$ cat config.mk
export PLATFORM = sky130hd
export DESIGN_NAME = exception_lowpower_control
export DESIGN_NICKNAME = d
export VERILOG_FILES = /design/src/elc_pkg.sv /design/src/elc_recovery_counter.sv /design/src/exception_lowpower_control.sv
export SDC_FILE = /design/constraint.sdc
export NUM_CORES = 1
export LEC_CHECK = 0
export BUFFER_PORTS_ARGS = -buffer_cell sky130_fd_sc_hd__buf_4
export CAP_MARGIN = 40
export CORE_MARGIN = 2
export CORE_UTILIZATION = 30
export CTS_CLUSTER_DIAMETER = 100
export DETAILED_ROUTE_END_ITERATION = 16
export PLACE_DENSITY_LB_ADDON = 0.08
export SLEW_MARGIN = 10
export SYNTH_ARGS = -nofsm -noshare
export SYNTH_HDL_FRONTEND = slang
export SYNTH_SLANG_ARGS = --single-unit
$ cat constraint.sdc
create_clock -name core_clk_i -period 2.4 [get_ports core_clk_i]
set_input_delay 0.12 -clock core_clk_i [delete_from_list [all_inputs] [get_ports core_clk_i]]
set_output_delay 0.12 -clock core_clk_i [all_outputs]
set_load 0.02 [all_outputs]
$ cat src/elc_pkg.sv
// Package: constants, types and register layout of the low-power control
package elc_pkg;

  // ----------------------------------------------------------------
  // Register indices (byte address is four times the index)
  // ----------------------------------------------------------------
  localparam logic [15:0] ELC_IDX_BRK_EXIT = 16'hFE00;
  localparam logic [15:0] ELC_IDX_RST_CAUSE = 16'hFE01;
  localparam logic [15:0] ELC_IDX_BRK_FCLR = 16'hFE03;

  // ----------------------------------------------------------------
  // Field positions
  // ----------------------------------------------------------------
  localparam int ELC_BRK_EXIT_BIT = 1;
  localparam int ELC_RC_POR_BIT = 7;
  localparam int ELC_RC_PIN_BIT = 6;
  localparam int ELC_RC_WDOG_BIT = 5;
  localparam int ELC_RC_ILLOP_BIT = 4;
  localparam int ELC_RC_ILLAD_BIT = 3;
  localparam int ELC_RC_LVI_BIT = 1;
  localparam int ELC_BFC_ENABLE_BIT = 7;

  // ----------------------------------------------------------------
  // Reset values
  // ----------------------------------------------------------------
  localparam logic ELC_BRK_EXIT_RST = 1'b0;
  localparam logic ELC_BFC_ENABLE_RST = 1'b0;
  localparam logic ELC_RC_POR_RST = 1'b1;
  localparam logic [4:0] ELC_RC_SRC_RST = 5'h00;

  // ----------------------------------------------------------------
  // Stop recovery, in crystal clock cycles
  // ----------------------------------------------------------------
  localparam int ELC_REC_CNT_W = 13;
  localparam logic [12:0] ELC_REC_LONG_CYC = 13'h1000;
  localparam logic [12:0] ELC_REC_SHORT_CYC = 13'h0020;

  // ----------------------------------------------------------------
  // Bus answers and decode codes
  // ----------------------------------------------------------------
  localparam logic [1:0] ELC_RESP_OKAY = 2'h0;
  localparam logic [1:0] ELC_RESP_DECERR = 2'h3;
  localparam logic [1:0] ELC_SEL_BRK_EXIT = 2'h0;
  localparam logic [1:0] ELC_SEL_RST_CAUSE = 2'h1;
  localparam logic [1:0] ELC_SEL_BRK_FCLR = 2'h2;
  localparam logic [1:0] ELC_SEL_NONE = 2'h3;

  // ----------------------------------------------------------------
  // Types
  // ----------------------------------------------------------------
  typedef enum logic [3:0] {
    ELC_ST_RUN = 4'b0001,
    ELC_ST_WAIT = 4'b0010,
    ELC_ST_STOP = 4'b0100,
    ELC_ST_RECOVER = 4'b1000
  } elc_state_t;

  typedef struct packed {
    logic pin;
    logic wdog;
    logic illop;
    logic illad;
    logic low_voltage_reset_flag;
  } elc_rst_src_t;

  typedef struct packed {
    logic cpu;
    logic periph;
    logic base;
    logic xtal;
  } elc_clk_en_t;

endpackage

$ cat src/elc_recovery_counter.sv
// Stop recovery counter, held cleared until recovery begins
`timescale 1ns/1ps
module elc_recovery_counter #(
  parameter int CNT_W = elc_pkg::ELC_REC_CNT_W
) (
  // Clock, reset, enable
  input wire logic core_clk_i,
  input wire logic rst_b_i,
  input wire logic ce_i,
  // Control
  input wire logic hold_i,
  input wire logic tick_i,
  input wire logic [CNT_W-1:0] target_i,
  // Status
  output logic done_o
);
  import elc_pkg::*;

  logic [CNT_W-1:0] count;

  // ----------------------------------------------------------------
  // Count crystal ticks; done rises on the last one
  // ----------------------------------------------------------------
  always_ff @(posedge core_clk_i) begin
    if (!rst_b_i) begin
      count <= '0;
      done_o <= 1'b0;
    end else if (ce_i) begin
      if (hold_i) begin
        count <= '0;
        done_o <= 1'b0;
      end else if (tick_i && !done_o) begin
        count <= count + 1'b1;
        done_o <= (count == target_i - 1'b1);
      end
    end
  end

endmodule

$ cat src/exception_lowpower_control.sv
// Exception, break and low-power control with its status registers
`timescale 1ns/1ps
module exception_lowpower_control #(
  parameter int ADDR_W = 20
) (
  // Clock, reset, enable
  input wire logic core_clk_i,
  input wire logic rst_b_i,
  input wire logic ce_i,
  // AXI4-Lite write address and data
  input wire logic [ADDR_W-1:0] s_axi_awaddr_i,
  input wire logic s_axi_awvalid_i,
  output logic s_axi_awready_o,
  input wire logic [31:0] s_axi_wdata_i,
  input wire logic [3:0] s_axi_wstrb_i,
  input wire logic s_axi_wvalid_i,
  output logic s_axi_wready_o,
  // AXI4-Lite write response
  output logic [1:0] s_axi_bresp_o,
  output logic s_axi_bvalid_o,
  input wire logic s_axi_bready_i,
  // AXI4-Lite read
  input wire logic [ADDR_W-1:0] s_axi_araddr_i,
  input wire logic s_axi_arvalid_i,
  output logic s_axi_arready_o,
  output logic [31:0] s_axi_rdata_o,
  output logic [1:0] s_axi_rresp_o,
  output logic s_axi_rvalid_o,
  input wire logic s_axi_rready_i,
  // Reset sources
  input wire elc_pkg::elc_rst_src_t rst_src_i,
  output logic sys_reset_o,
  // CPU core
  input wire logic stop_exec_i,
  input wire logic wait_exec_i,
  input wire logic irq_req_i,
  output logic clr_imask_o,
  output logic stack_start_o,
  output logic force_swi_o,
  // Break module
  input wire logic break_req_i,
  input wire logic break_done_i,
  output logic break_mode_o,
  output logic flag_clear_allow_o,
  // Mask options
  input wire logic watchdog_disable_i,
  input wire logic short_stop_recovery_i,
  output logic wdog_enable_o,
  output logic wdog_run_o,
  // Clock generator
  input wire logic crystal_clock_tick_i,
  output elc_pkg::elc_clk_en_t clk_en_o
);
  import elc_pkg::*;

  // ----------------------------------------------------------------
  // Declarations
  // ----------------------------------------------------------------
  elc_state_t state;
  elc_state_t next_state;
  logic [4:0] src_vec;
  logic any_rst;
  logic break_mode;
  logic brk_pend;
  logic wake_by_brk;
  logic brk_hit;
  logic rec_done;
  logic rec_hold;
  logic [ELC_REC_CNT_W-1:0] rec_target;
  logic brk_exit_flag;
  logic bfc_enable;
  logic rc_por;
  logic [4:0] rc_src;
  logic aw_full;
  logic w_full;
  logic [ADDR_W-1:0] aw_addr;
  logic [31:0] w_data;
  logic [3:0] w_strb;
  logic do_write;
  logic [1:0] wr_sel;
  logic ar_take;
  logic [1:0] rd_sel;
  logic rc_read_clr;
  logic brk_exit_set;
  logic brk_exit_clr;
  logic [7:0] rd_byte;

  // ----------------------------------------------------------------
  // Address decode
  // ----------------------------------------------------------------
  function automatic logic [1:0] elc_decode(input logic [ADDR_W-1:0] a);
    logic [ADDR_W-3:0] w;
    w = a[ADDR_W-1:2];
    if (w == (ADDR_W-2)'(ELC_IDX_BRK_EXIT))
      elc_decode = ELC_SEL_BRK_EXIT;
    else if (w == (ADDR_W-2)'(ELC_IDX_RST_CAUSE))
      elc_decode = ELC_SEL_RST_CAUSE;
    else if (w == (ADDR_W-2)'(ELC_IDX_BRK_FCLR))
      elc_decode = ELC_SEL_BRK_FCLR;
    else
      elc_decode = ELC_SEL_NONE;
  endfunction

  // ----------------------------------------------------------------
  // Reset sources
  // ----------------------------------------------------------------
  assign src_vec = rst_src_i;
  assign any_rst = |src_vec;
  assign sys_reset_o = any_rst;

  // ----------------------------------------------------------------
  // Low-power state machine
  // ----------------------------------------------------------------
  assign brk_hit = break_req_i && !break_mode && !brk_pend;

  always_comb begin
    next_state = state;
    case (state)
      ELC_ST_RUN: begin
        if (stop_exec_i)
          next_state = ELC_ST_STOP;
        else if (wait_exec_i)
          next_state = ELC_ST_WAIT;
      end
      ELC_ST_WAIT: begin
        if (brk_hit || irq_req_i)
          next_state = ELC_ST_RUN;
      end
      ELC_ST_STOP: begin
        if (brk_hit || irq_req_i)
          next_state = ELC_ST_RECOVER;
      end
      ELC_ST_RECOVER: begin
        if (rec_done)
          next_state = ELC_ST_RUN;
      end
      default: begin
        next_state = ELC_ST_RUN;
      end
    endcase
    if (any_rst)
      next_state = ELC_ST_RUN;
  end

  always_ff @(posedge core_clk_i) begin
    if (!rst_b_i)
      state <= ELC_ST_RUN;
    else if (ce_i)
      state <= next_state;
  end

  // ----------------------------------------------------------------
  // Clock gating, registered from the next state
  // ----------------------------------------------------------------
  always_ff @(posedge core_clk_i) begin
    if (!rst_b_i) begin
      clk_en_o <= '{cpu: 1'b1, periph: 1'b1, base: 1'b1, xtal: 1'b1};
    end else if (ce_i) begin
      clk_en_o.cpu <= (next_state == ELC_ST_RUN);
      clk_en_o.periph <= (next_state == ELC_ST_RUN) ||
                         (next_state == ELC_ST_WAIT);
      // Oscillator restarts during recovery, CPU stays unclocked
      clk_en_o.base <= (next_state != ELC_ST_STOP);
      clk_en_o.xtal <= (next_state != ELC_ST_STOP);
    end
  end

  // ----------------------------------------------------------------
  // CPU pulses: mask clear, stacking start, forced vector
  // ----------------------------------------------------------------
  always_ff @(posedge core_clk_i) begin
    if (!rst_b_i) begin
      clr_imask_o <= 1'b0;
      stack_start_o <= 1'b0;
      force_swi_o <= 1'b0;
    end else if (ce_i) begin
      clr_imask_o <= 1'b0;
      stack_start_o <= 1'b0;
      force_swi_o <= 1'b0;
      if (!any_rst) begin
        case (state)
          ELC_ST_RUN: begin
            clr_imask_o <= stop_exec_i || wait_exec_i;
            force_swi_o <= brk_hit && !stop_exec_i &&
                           !wait_exec_i;
          end
          ELC_ST_WAIT: begin
            force_swi_o <= brk_hit;
            stack_start_o <= irq_req_i && !brk_hit;
          end
          ELC_ST_RECOVER: begin
            // Nothing is stacked until the counter has run out
            force_swi_o <= rec_done && wake_by_brk;
            stack_start_o <= rec_done && !wake_by_brk;
          end
          default: begin
            stack_start_o <= 1'b0;
          end
        endcase
      end
    end
  end

  // ----------------------------------------------------------------
  // Break tracking
  // ----------------------------------------------------------------
  always_ff @(posedge core_clk_i) begin
    if (!rst_b_i) begin
      break_mode <= 1'b0;
      brk_pend <= 1'b0;
      wake_by_brk <= 1'b0;
    end else if (ce_i) begin
      if (any_rst) begin
        break_mode <= 1'b0;
        brk_pend <= 1'b0;
        wake_by_brk <= 1'b0;
      end else begin
        if (state == ELC_ST_STOP && (brk_hit || irq_req_i)) begin
          wake_by_brk <= brk_hit;
          brk_pend <= brk_hit;
        end
        if ((state == ELC_ST_RUN && brk_hit && !stop_exec_i &&
             !wait_exec_i) || (state == ELC_ST_WAIT && brk_hit) ||
            (state == ELC_ST_RECOVER && rec_done && wake_by_brk)) begin
          break_mode <= 1'b1;
          brk_pend <= 1'b0;
        end else if (break_done_i) begin
          break_mode <= 1'b0;
        end
      end
    end
  end

  assign break_mode_o = break_mode;
  // One enable for both steps of a two-step clear, so a first step
  // taken before break cannot complete inside it
  assign flag_clear_allow_o = !break_mode || bfc_enable;

  // ----------------------------------------------------------------
  // Watchdog option
  // ----------------------------------------------------------------
  assign wdog_enable_o = !watchdog_disable_i;
  assign wdog_run_o = !watchdog_disable_i &&
                      (state == ELC_ST_RUN ||
                       state == ELC_ST_WAIT);

  // ----------------------------------------------------------------
  // Stop recovery timer
  // ----------------------------------------------------------------
  assign rec_hold = (state != ELC_ST_RECOVER) || any_rst;
  assign rec_target = short_stop_recovery_i ? ELC_REC_SHORT_CYC :
                      ELC_REC_LONG_CYC;

  elc_recovery_counter #(
    .CNT_W(ELC_REC_CNT_W)
  ) u_rec_cnt (
    .core_clk_i(core_clk_i),
    .rst_b_i(rst_b_i),
    .ce_i(ce_i),
    .hold_i(rec_hold),
    .tick_i(crystal_clock_tick_i),
    .target_i(rec_target),
    .done_o(rec_done)
  );

  // ----------------------------------------------------------------
  // AXI4-Lite write path
  // ----------------------------------------------------------------
  assign s_axi_awready_o = !aw_full && !s_axi_bvalid_o;
  assign s_axi_wready_o = !w_full && !s_axi_bvalid_o;
  assign do_write = aw_full && w_full && !s_axi_bvalid_o;
  assign wr_sel = elc_decode(aw_addr);

  always_ff @(posedge core_clk_i) begin
    if (!rst_b_i) begin
      aw_full <= 1'b0;
      w_full <= 1'b0;
      aw_addr <= '0;
      w_data <= 32'h0000_0000;
      w_strb <= 4'h0;
      s_axi_bvalid_o <= 1'b0;
      s_axi_bresp_o <= ELC_RESP_OKAY;
    end else if (ce_i) begin
      if (s_axi_awvalid_i && s_axi_awready_o) begin
        aw_full <= 1'b1;
        aw_addr <= s_axi_awaddr_i;
      end
      if (s_axi_wvalid_i && s_axi_wready_o) begin
        w_full <= 1'b1;
        w_data <= s_axi_wdata_i;
        w_strb <= s_axi_wstrb_i;
      end
      if (do_write) begin
        aw_full <= 1'b0;
        w_full <= 1'b0;
        s_axi_bvalid_o <= 1'b1;
        s_axi_bresp_o <= (wr_sel == ELC_SEL_NONE) ? ELC_RESP_DECERR :
                         ELC_RESP_OKAY;
      end else if (s_axi_bvalid_o && s_axi_bready_i) begin
        s_axi_bvalid_o <= 1'b0;
      end
    end
  end

  // ----------------------------------------------------------------
  // Break-exit flag and clear enable
  // ----------------------------------------------------------------
  assign brk_exit_set = brk_hit && !any_rst &&
                        (state == ELC_ST_WAIT ||
                         state == ELC_ST_STOP);
  assign brk_exit_clr = do_write && wr_sel == ELC_SEL_BRK_EXIT &&
                        w_strb[0] &&
                        !w_data[ELC_BRK_EXIT_BIT];

  always_ff @(posedge core_clk_i) begin
    if (!rst_b_i) begin
      brk_exit_flag <= ELC_BRK_EXIT_RST;
    end else if (ce_i) begin
      if (any_rst)
        brk_exit_flag <= 1'b0;
      else if (brk_exit_set)
        brk_exit_flag <= 1'b1;
      else if (brk_exit_clr)
        brk_exit_flag <= 1'b0;
    end
  end

  always_ff @(posedge core_clk_i) begin
    if (!rst_b_i) begin
      bfc_enable <= ELC_BFC_ENABLE_RST;
    end else if (ce_i) begin
      if (do_write && wr_sel == ELC_SEL_BRK_FCLR && w_strb[0])
        bfc_enable <= w_data[ELC_BFC_ENABLE_BIT];
    end
  end

  // ----------------------------------------------------------------
  // Reset-cause flags
  // ----------------------------------------------------------------
  assign ar_take = s_axi_arvalid_i && s_axi_arready_o;
  assign rd_sel = elc_decode(s_axi_araddr_i);
  assign rc_read_clr = ar_take && rd_sel == ELC_SEL_RST_CAUSE;

  always_ff @(posedge core_clk_i) begin
    if (!rst_b_i) begin
      rc_por <= ELC_RC_POR_RST;
    end else if (ce_i) begin
      if (any_rst || rc_read_clr)
        rc_por <= 1'b0;
    end
  end

  genvar gi;
  generate
    for (gi = 0; gi < 5; gi = gi + 1) begin : g_rc_flag
      always_ff @(posedge core_clk_i) begin
        if (!rst_b_i) begin
          rc_src[gi] <= ELC_RC_SRC_RST[gi];
        end else if (ce_i) begin
          // New source wins over a read in the same cycle
          if (any_rst)
            rc_src[gi] <= src_vec[gi];
          else if (rc_read_clr)
            rc_src[gi] <= 1'b0;
        end
      end
    end
  endgenerate

  // ----------------------------------------------------------------
  // AXI4-Lite read path
  // ----------------------------------------------------------------
  always_comb begin
    rd_byte = 8'h00;
    case (rd_sel)
      ELC_SEL_BRK_EXIT: begin
        rd_byte[ELC_BRK_EXIT_BIT] = brk_exit_flag;
      end
      ELC_SEL_RST_CAUSE: begin
        rd_byte[ELC_RC_POR_BIT] = rc_por;
        rd_byte[ELC_RC_PIN_BIT] = rc_src[4];
        rd_byte[ELC_RC_WDOG_BIT] = rc_src[3];
        rd_byte[ELC_RC_ILLOP_BIT] = rc_src[2];
        rd_byte[ELC_RC_ILLAD_BIT] = rc_src[1];
        rd_byte[ELC_RC_LVI_BIT] = rc_src[0];
      end
      ELC_SEL_BRK_FCLR: begin
        rd_byte[ELC_BFC_ENABLE_BIT] = bfc_enable;
      end
      default: begin
        rd_byte = 8'h00;
      end
    endcase
  end

  assign s_axi_arready_o = !s_axi_rvalid_o;

  always_ff @(posedge core_clk_i) begin
    if (!rst_b_i) begin
      s_axi_rvalid_o <= 1'b0;
      s_axi_rdata_o <= 32'h0000_0000;
      s_axi_rresp_o <= ELC_RESP_OKAY;
    end else if (ce_i) begin
      if (ar_take) begin
        s_axi_rvalid_o <= 1'b1;
        s_axi_rdata_o <= {24'h00_0000, rd_byte};
        s_axi_rresp_o <= (rd_sel == ELC_SEL_NONE) ? ELC_RESP_DECERR :
                         ELC_RESP_OKAY;
      end else if (s_axi_rvalid_o && s_axi_rready_i) begin
        s_axi_rvalid_o <= 1'b0;
      end
    end
  end

endmodule

# Word level (Yosys, flattened, before mapping)
# Cells that the tools add are included.
[word_totals]
latch_bits = 0
elab_cells = 191
input_bits = 97
regBits = 78
output_inout_bits = 53
ramBits = 0
memories = 0
rom_bits = 0
[classes]
multipliers = 0
mux = 53
n_eq_ne = 20
div_mod_pow = 0
add_sub_neg = 2
n_bitwise = 0
n_shift = 0
order_cmp = 0
n_reduce_logical = 86
[ops]
columns = ["operator", "count"]
rows = [
  ["equality test 18 x 16 -> 1 bit, second input constant", 6],
  ["two-way mux 13 bit", 3],
  ["logical AND 1 bit", 33],
  ["two-way mux 1 bit", 32],
  ["AND reduction 2 bit", 16],
  ["two-way mux 4 bit", 7],
  ["case mux 4 bit (4 select lines)", 1],
  ["logical NOT 1 bit", 14],
  ["nonzero test 2 bit", 7],
  ["adder 13 x 1 -> 13 bit, second input constant", 1],
  ["equality test 13 bit", 1],
  ["subtractor 13 x 1 -> 13 bit, second input constant", 1],
  ["two-way mux 2 bit", 6],
  ["logical OR 1 bit", 10],
  ["nonzero test 3 bit", 3],
  ["equality test 2 bit, second input constant", 4],
  ["equality test 4 x 1 -> 1 bit, second input constant", 2],
  ["equality test 4 x 2 -> 1 bit, second input constant", 2],
  ["case mux 1 bit (2 select lines)", 3],
  ["OR reduction 5 bit", 1],
  ["equality test 4 x 3 -> 1 bit, second input constant", 1],
  ["equality test 4 bit, second input constant", 1],
  ["logical NOT 2 bit", 2],
  ["!= test 4 x 3 -> 1 bit, second input constant", 1],
  ["other kinds (3)", 3],
]

# Longest topological paths before layout
[logic_depth]
ltp_word = 11
depth_mapped = 9
ltp_nobuf = 9

# Cells and area by module
# Synthesis repeated with hierarchy kept, for this count alone.
[hier_totals]
hier_cells = 489
hier_area_um2 = 3983.8
[modules_own_cells]
columns = ["module", "instances", "seq_area_each_um2", "cells_each", "area_per_inst_um2"]
rows = [
  ["exception_lowpower_control", 1, 1081.0, 345, 2872.8],
  ["elc_recovery_counter", 1, 280.3, 144, 1111.1],
]

# Worst setup path before layout
# OpenSTA, ideal clock, no wires.
[synth_path]
path_type = "input -> register"
from = "input s_axi_araddr_i[4]"
to = "register rc_src[0]"
setup_ns = 0.128
n_path_buf = 0
stages = 9
path_slack_ns = 0.417
required_ns = 2.272
arrival_time_ns = 1.855
cell_sequence = "nor4_1 > nand4_1 > nor2b_1 > inv_1 > ha_1 > and3b_1 > o31ai_2 > mux2i_1 > nor2_1"
[synth_via]
elab_chain_len = 8
elab_cells_between_ends = 10
classes_between = "eq/ne (4); mux (3); reduce/logical (3)"
[synth_lines]
columns = ["element", "line_no", "rtl"]
rows = [
  ["start, declared", "exception_lowpower_control.sv:23", "input wire logic [ADDR_W-1:0] s_axi_araddr_i,"],
  ["equality test 18 x 16 -> 1 bit", "exception_lowpower_control.sv:98", "else if (w == (ADDR_W-2)'(ELC_IDX_BRK_FCLR))"],
  ["two-way mux 1 bit", "exception_lowpower_control.sv:98", ""],
  ["two-way mux 2 bit", "exception_lowpower_control.sv:96", "else if (w == (ADDR_W-2)'(ELC_IDX_RST_CAUSE))"],
  ["two-way mux 2 bit (*)", "exception_lowpower_control.sv:94", "if (w == (ADDR_W-2)'(ELC_IDX_BRK_EXIT))"],
  ["equality test 2 x 1 -> 1 bit (*)", "exception_lowpower_control.sv:342", "assign rc_read_clr = ar_take && rd_sel == ELC_SEL_RST_CAUSE;"],
  ["logical AND 1 bit (*)", "exception_lowpower_control.sv:342", ""],
  ["nonzero test 2 bit (no source line) (*)", "-", ""],
  ["AND reduction 2 bit (no source line) (*)", "-", ""],
  ["end signal, assigned by index", "exception_lowpower_control.sv:358", "rc_src[gi] <= ELC_RC_SRC_RST[gi];"],
  ["end signal, assigned by index", "exception_lowpower_control.sv:362", "rc_src[gi] <= src_vec[gi];"],
  ["end, declared", "exception_lowpower_control.sv:73", "logic [4:0] rc_src;"],
]
# Mark *: on every way between the ends. The rest lies on a longest branch, timed or not.
# A chain may end at the register's enable or synchronous reset.

# Final worst setup path
[layout_path]
from = "register state[0]"
to = "register u_rec_cnt.count[11]"
[layout_via]
elab_chain_len = 4
elab_cells_between_ends = 5
classes_between = "eq/ne (1); mux (1); reduce/logical (3)"
[layout_lines]
columns = ["element", "line_no", "rtl"]
rows = [
  ["start, declared", "exception_lowpower_control.sv:59", "elc_state_t state;"],
  ["start signal, assigned", "exception_lowpower_control.sv:149", "state <= next_state;"],
  ["!= test 4 bit (*)", "exception_lowpower_control.sv:250", "assign rec_hold = (state != ELC_ST_RECOVER) || any_rst;"],
  ["logical OR 1 bit (*)", "exception_lowpower_control.sv:250", ""],
  ["nonzero test 2 bit (no source line)", "-", ""],
  ["AND reduction 2 bit (no source line)", "-", ""],
  ["end signal, assigned", "elc_recovery_counter.sv:33", "count <= count + 1'b1;"],
  ["end, declared", "elc_recovery_counter.sv:19", "logic [CNT_W-1:0] count;"],
]
# Marks and branches as above.

==> results by group <==
Yosys
  • Synth async-reset ratio: 0
  • Sequential share of the synthesized area: 0.392
  • Number of synthesized flops with an enable pin: 0
  • Post-synthesis sequential element count: between 60 and 70
  • Synth warn: 0
  • Mapped Cells: approximately 420
  • Netlist cell types: 63
  • Post-Syn Area: about 3500 µm²
  • Main synth FF type: dfxtp_1
  • Synthesized area per cell: just over 8 µm²

Flow run
  • Max Cap Viol: 0

Placed design
  • Post-DP HPWL: roughly 6700 µm
  • Final Wtd Congestion: a little under 0.8
  • Placement Cell Area: around 4200 µm²
  • PortBufs: 86

Floorplanning
  • Die width: 112 µm
  • Core ar.: between 10,000 and 15,000 µm²
  • Initial Util: 0.305
  • Die Y-Extent: between 100 and 150 µm
  • Num ports: 150
  • Cell Rows: 39
  • Die area: between 10,000 and 15,000 µm²

Worst setup path
  • CP top delay family: simple AND/OR/NAND/NOR gates
  • Buffers & Inverters on Critical Path: 0
  • Worst flop-to-flop path endpoint: u_rec_cnt.count[11]$_SDFFE_PN0P_
  • Worst r2r path cells: 4
  • FF-to-FF Start: state[0]$_SDFFE_PN1P_
  • Worst setup SP type: register
  • Reg2Reg Setup Slack: between 0.4 and 0.5 ns
  • Crit path DAT: approximately 2.2 ns
  • Critical path fanouts, max: 6
  • Slowest CP cell: or4b_1
  • CP max stage delay: around 0.65 ns
  • Crit path capture type: register
  • Setup Crit Path Kind: register to register
  • Critical Path, Cell by Cell: or4b_1, nor4b_1, o21ai_0, a311oi_1
  • Data required, critical path: between 2 and 3 ns

Drt
  • Wirelength per Cell: 14.1 µm
  • Routed wl met2: roughly 4400 µm
  • Max Used Layer: met4
  • ANT nets after route: 0
  • DRT Pass-1 Iters: 5
  • Total routed wirelength: 9270 µm
  • Metal-1 WL: 4230 µm
  • Vias: between 3k and 4k
  • DRC Markers: 0
  • Drt first-iter violations: 96
  • Via density: just under 5
  • Routed length on met3: 467 µm

Layout
  • Fin area: ~4500 µm²
  • Area occupied by multi-input gates: approximately 1800 µm²
  • Fill cell count: about 1.2k
  • Layout cells sized above 1: 0.252
  • Nets: approximately 600
  • Layout area overhead: 29.2%
  • Diode count: 0
  • Register area: roughly 1400 µm²

Pwr
  • Leak Pwr: approximately 0.0018 µW
  • Worst IR Drop VDD: 0.000348 V
  • Sequential Power Share: 0.428
  • Power Internal: 2060 µW
  • Sw power: between 600 and 700 µW
  • Clk pwr share: 0.464
  • Switch share: 0.249
  • Pwr/cell area: around 610 nW/µm²
  • Gate power share: 0.108

Timing
  • Fmax: between 500 and 600 MHz
  • Fin. max-slew vios: 0
  • Minimum clock period: slightly below 2 ns
  • Slew margin rel.: 0.555
  • Clock Skew: around 0.0065 ns
  • Slew @ Worst Pin: between 0.6 and 0.7 ns
  • Final hold viol count: 0
  • Final cycle utilization of the critical path: 0.817
  • Setup violations, final: 0
  • RSZ-0062 raised after global routing: no
  • Setup tns final: 0 ns

GRT
  • GRT Overall Usage: 0.150
  • Overflow left after global routing: 0
  • Vias in the first global route: between 3k and 4k
  • Largest net degree at the start of global routing: 39
  • Initial antenna violation count: 0
  • First-pass GRT wire length: around 15,000 µm

Clock network
  • Clock Latency Late Sink: 0.33 ns
  • Clk pin slew, worst setup/hold paths: around 0.06 ns
  • PostCTS Resize Cnt: 0
  • CTS Buf Count: 9
  • CTS tree: built
  • CTS Buffer Depth: 2
  • Clk root buf: clkbuf_16
  • Post-CTS setup buffers: 0
  • H-tree Lvls: 3
  • Clk sinks: 68
  • Cts hold-fix bufs: 0

Min path
  • Hold path endpoint: w_data[1]$_SDFFE_PN0P_
  • Hold Path Class: input port to register
  • Hold path depth: 3
  • Hold path start: s_axi_wdata_i[1]

Run status
  • Status: complete, no violations
==> cells in the mapped netlist (2+ instances only) <==
| cell type | n | share of area |
|---|---|---|
| mux2i_1 | 6 | 0.017 |
| nand2b_1 | 3 | 0.0054 |
| a311oi_1 | 3 | 0.0076 |
| o31ai_1 | 7 | 0.015 |
| buf_2 | 2 | 0.0029 |
| inv_1 | 13 | 0.014 |
| nand3_1 | 17 | 0.025 |
| o21a_1 | 2 | 0.0043 |
| a21oi_1 | 46 | 0.066 |
| and3b_1 | 2 | 0.0050 |
| and4b_1 | 3 | 0.0087 |
| a32o_1 | 2 | 0.0058 |
| buf_4 | 29 | 0.063 |
| clkbuf_1 | 18 | 0.019 |
| o41a_1 | 2 | 0.0065 |
| nand2_1 | 66 | 0.071 |
| a22oi_1 | 2 | 0.0043 |
| nand4_1 | 8 | 0.014 |
| nor4b_1 | 5 | 0.013 |
| o211ai_1 | 3 | 0.0065 |
| nor2_1 | 21 | 0.023 |
| o41ai_1 | 2 | 0.0050 |
| or4_1 | 7 | 0.015 |
| or4b_2 | 3 | 0.0087 |
| o21ai_0 | 14 | 0.020 |
| a22o_1 | 2 | 0.0050 |
| ha_1 | 5 | 0.018 |
| dfxtp_1 | 68 | 0.39 |
| a41oi_1 | 2 | 0.0050 |
| xor2_1 | 2 | 0.0050 |
| or3_1 | 2 | 0.0036 |
| nor3b_1 | 2 | 0.0043 |
| and3_1 | 5 | 0.0090 |
| nor3_1 | 9 | 0.013 |
| buf_6 | 2 | 0.0065 |
| and4_1 | 4 | 0.010 |
| nor2b_1 | 4 | 0.0072 |
| a21o_1 | 2 | 0.0043 |
| nor4_1 | 5 | 0.0090 |
==> cells in the final DEF (no fill, tap or decap), drive strengths merged, types with 3 or more instances in the layout <==
cell type,instances
nand2b,3
inv,13
and4b,3
clkinv,4
o21ai,14
clkbuf,12
ha,5
and4,4
nor2b,4
a311oi,3
nor4b,6
dfxtp,68
nand2,66
nand3,17
o211ai,3
conb,26
nor3,9
nor2,21
and3,5
or4b,4
o31ai,8
mux2i,6
a21oi,46
nor4,6
nand4,8
buf,103
or4,8
==> state kept, by name, indices dropped and copies added (netlist names), 2 cells and up <==
signal	cells
rc_src	5
w_data	2
state	4
aw_addr	18
s_axi_rdata_o	6
clk_en_o	3
u_rec_cnt.count	13
==> metrics by stage <==
step | std cells | hold WS (ns) | setup slack (ns) | util | total power (µW)
floorplan | 449 | 0.256 | 0.417 | - | 1390
global placement | 643 | 0.357 | 0.242 | 0.369 | 1500
detailed placement | 643 | 0.369 | 0.219 | 0.369 | 1500
CTS | 659 | 0.0169 | 0.460 | 0.394 | 2790
global route | 659 | 0.0310 | 0.221 | 0.394 | 2870
finish | 659 | 0.0277 | 0.439 | 0.394 | 2750
==> tightest hold or removal path: stages <==
cell and delay [ns]:
buf_4 0.07, mux2i_1 0.06, nor2_1 0.07
==> how the worst max path moves through the flow <==
stage,cells after the start,slack (ns),from,end
2_1_floorplan,9,0.42,s_axi_araddr_i[4],rc_src[0]$_SDFFE_PN0P_
3_5_place_dp,11,0.22,s_axi_araddr_i[6],rc_src[0]$_SDFFE_PN0P_
6_report,4,0.44,state[0]$_SDFFE_PN1P_,u_rec_cnt.count[11]$_SDFFE_PN0P_
3_3_place_gp,11,0.24,s_axi_araddr_i[6],rc_src[0]$_SDFFE_PN0P_
4_1_cts,4,0.46,state[0]$_SDFFE_PN1P_,u_rec_cnt.count[4]$_SDFFE_PN0P_
5_1_grt,4,0.22,state[0]$_SDFFE_PN1P_,u_rec_cnt.count[11]$_SDFFE_PN0P_
==> cell type report <==
type / instances / area share
sequential: 68 / 0.304
tap: 143 / 0.0399
timing repair buffer: 103 / 0.172
clock buffer: 12 / 0.0594
multi-input combinational: 315 / 0.408
inverter: 14 / 0.0117
clock inverter: 4 / 0.00502
==> cells by family (layout without fill, tap and decap cells) <==
group	after synthesis	after routing	share of synthesized area
AND/OR/NAND/NOR	174	174	0.268
XOR/XNOR	3	3	0.00757
adder cells (fa/ha/maj)	5	5	0.0180
AO/OA/AOI/OAI	101	101	0.188
multiplexers	6	6	0.0173
flip-flops	68	68	0.392
other	1	26	0.00108
buffers and inverters	66	133	0.108
==> per-layer routing <==
metal  global-route usage  vias to the layer above
li1                     -                     1656
met1                0.191                     1494
met2                0.242                       90
met3               0.0365                       14
met4               0.0691                        0
met5                    0                        -
==> power groups by stage <==
| stage | clock [µW] | sequential [µW] | combinational (µW) |
|---|---|---|---|
| detailed placement | 0 | 1200 | 298 |
| finish | 1270 | 1180 | 296 |
| global placement | 0 | 1200 | 297 |
| floorplan | 0 | 1200 | 194 |
| CTS | 1320 | 1180 | 299 |
| global route | 1360 | 1180 | 326 |
No activity file was read; power rests on OpenSTA's default activity.
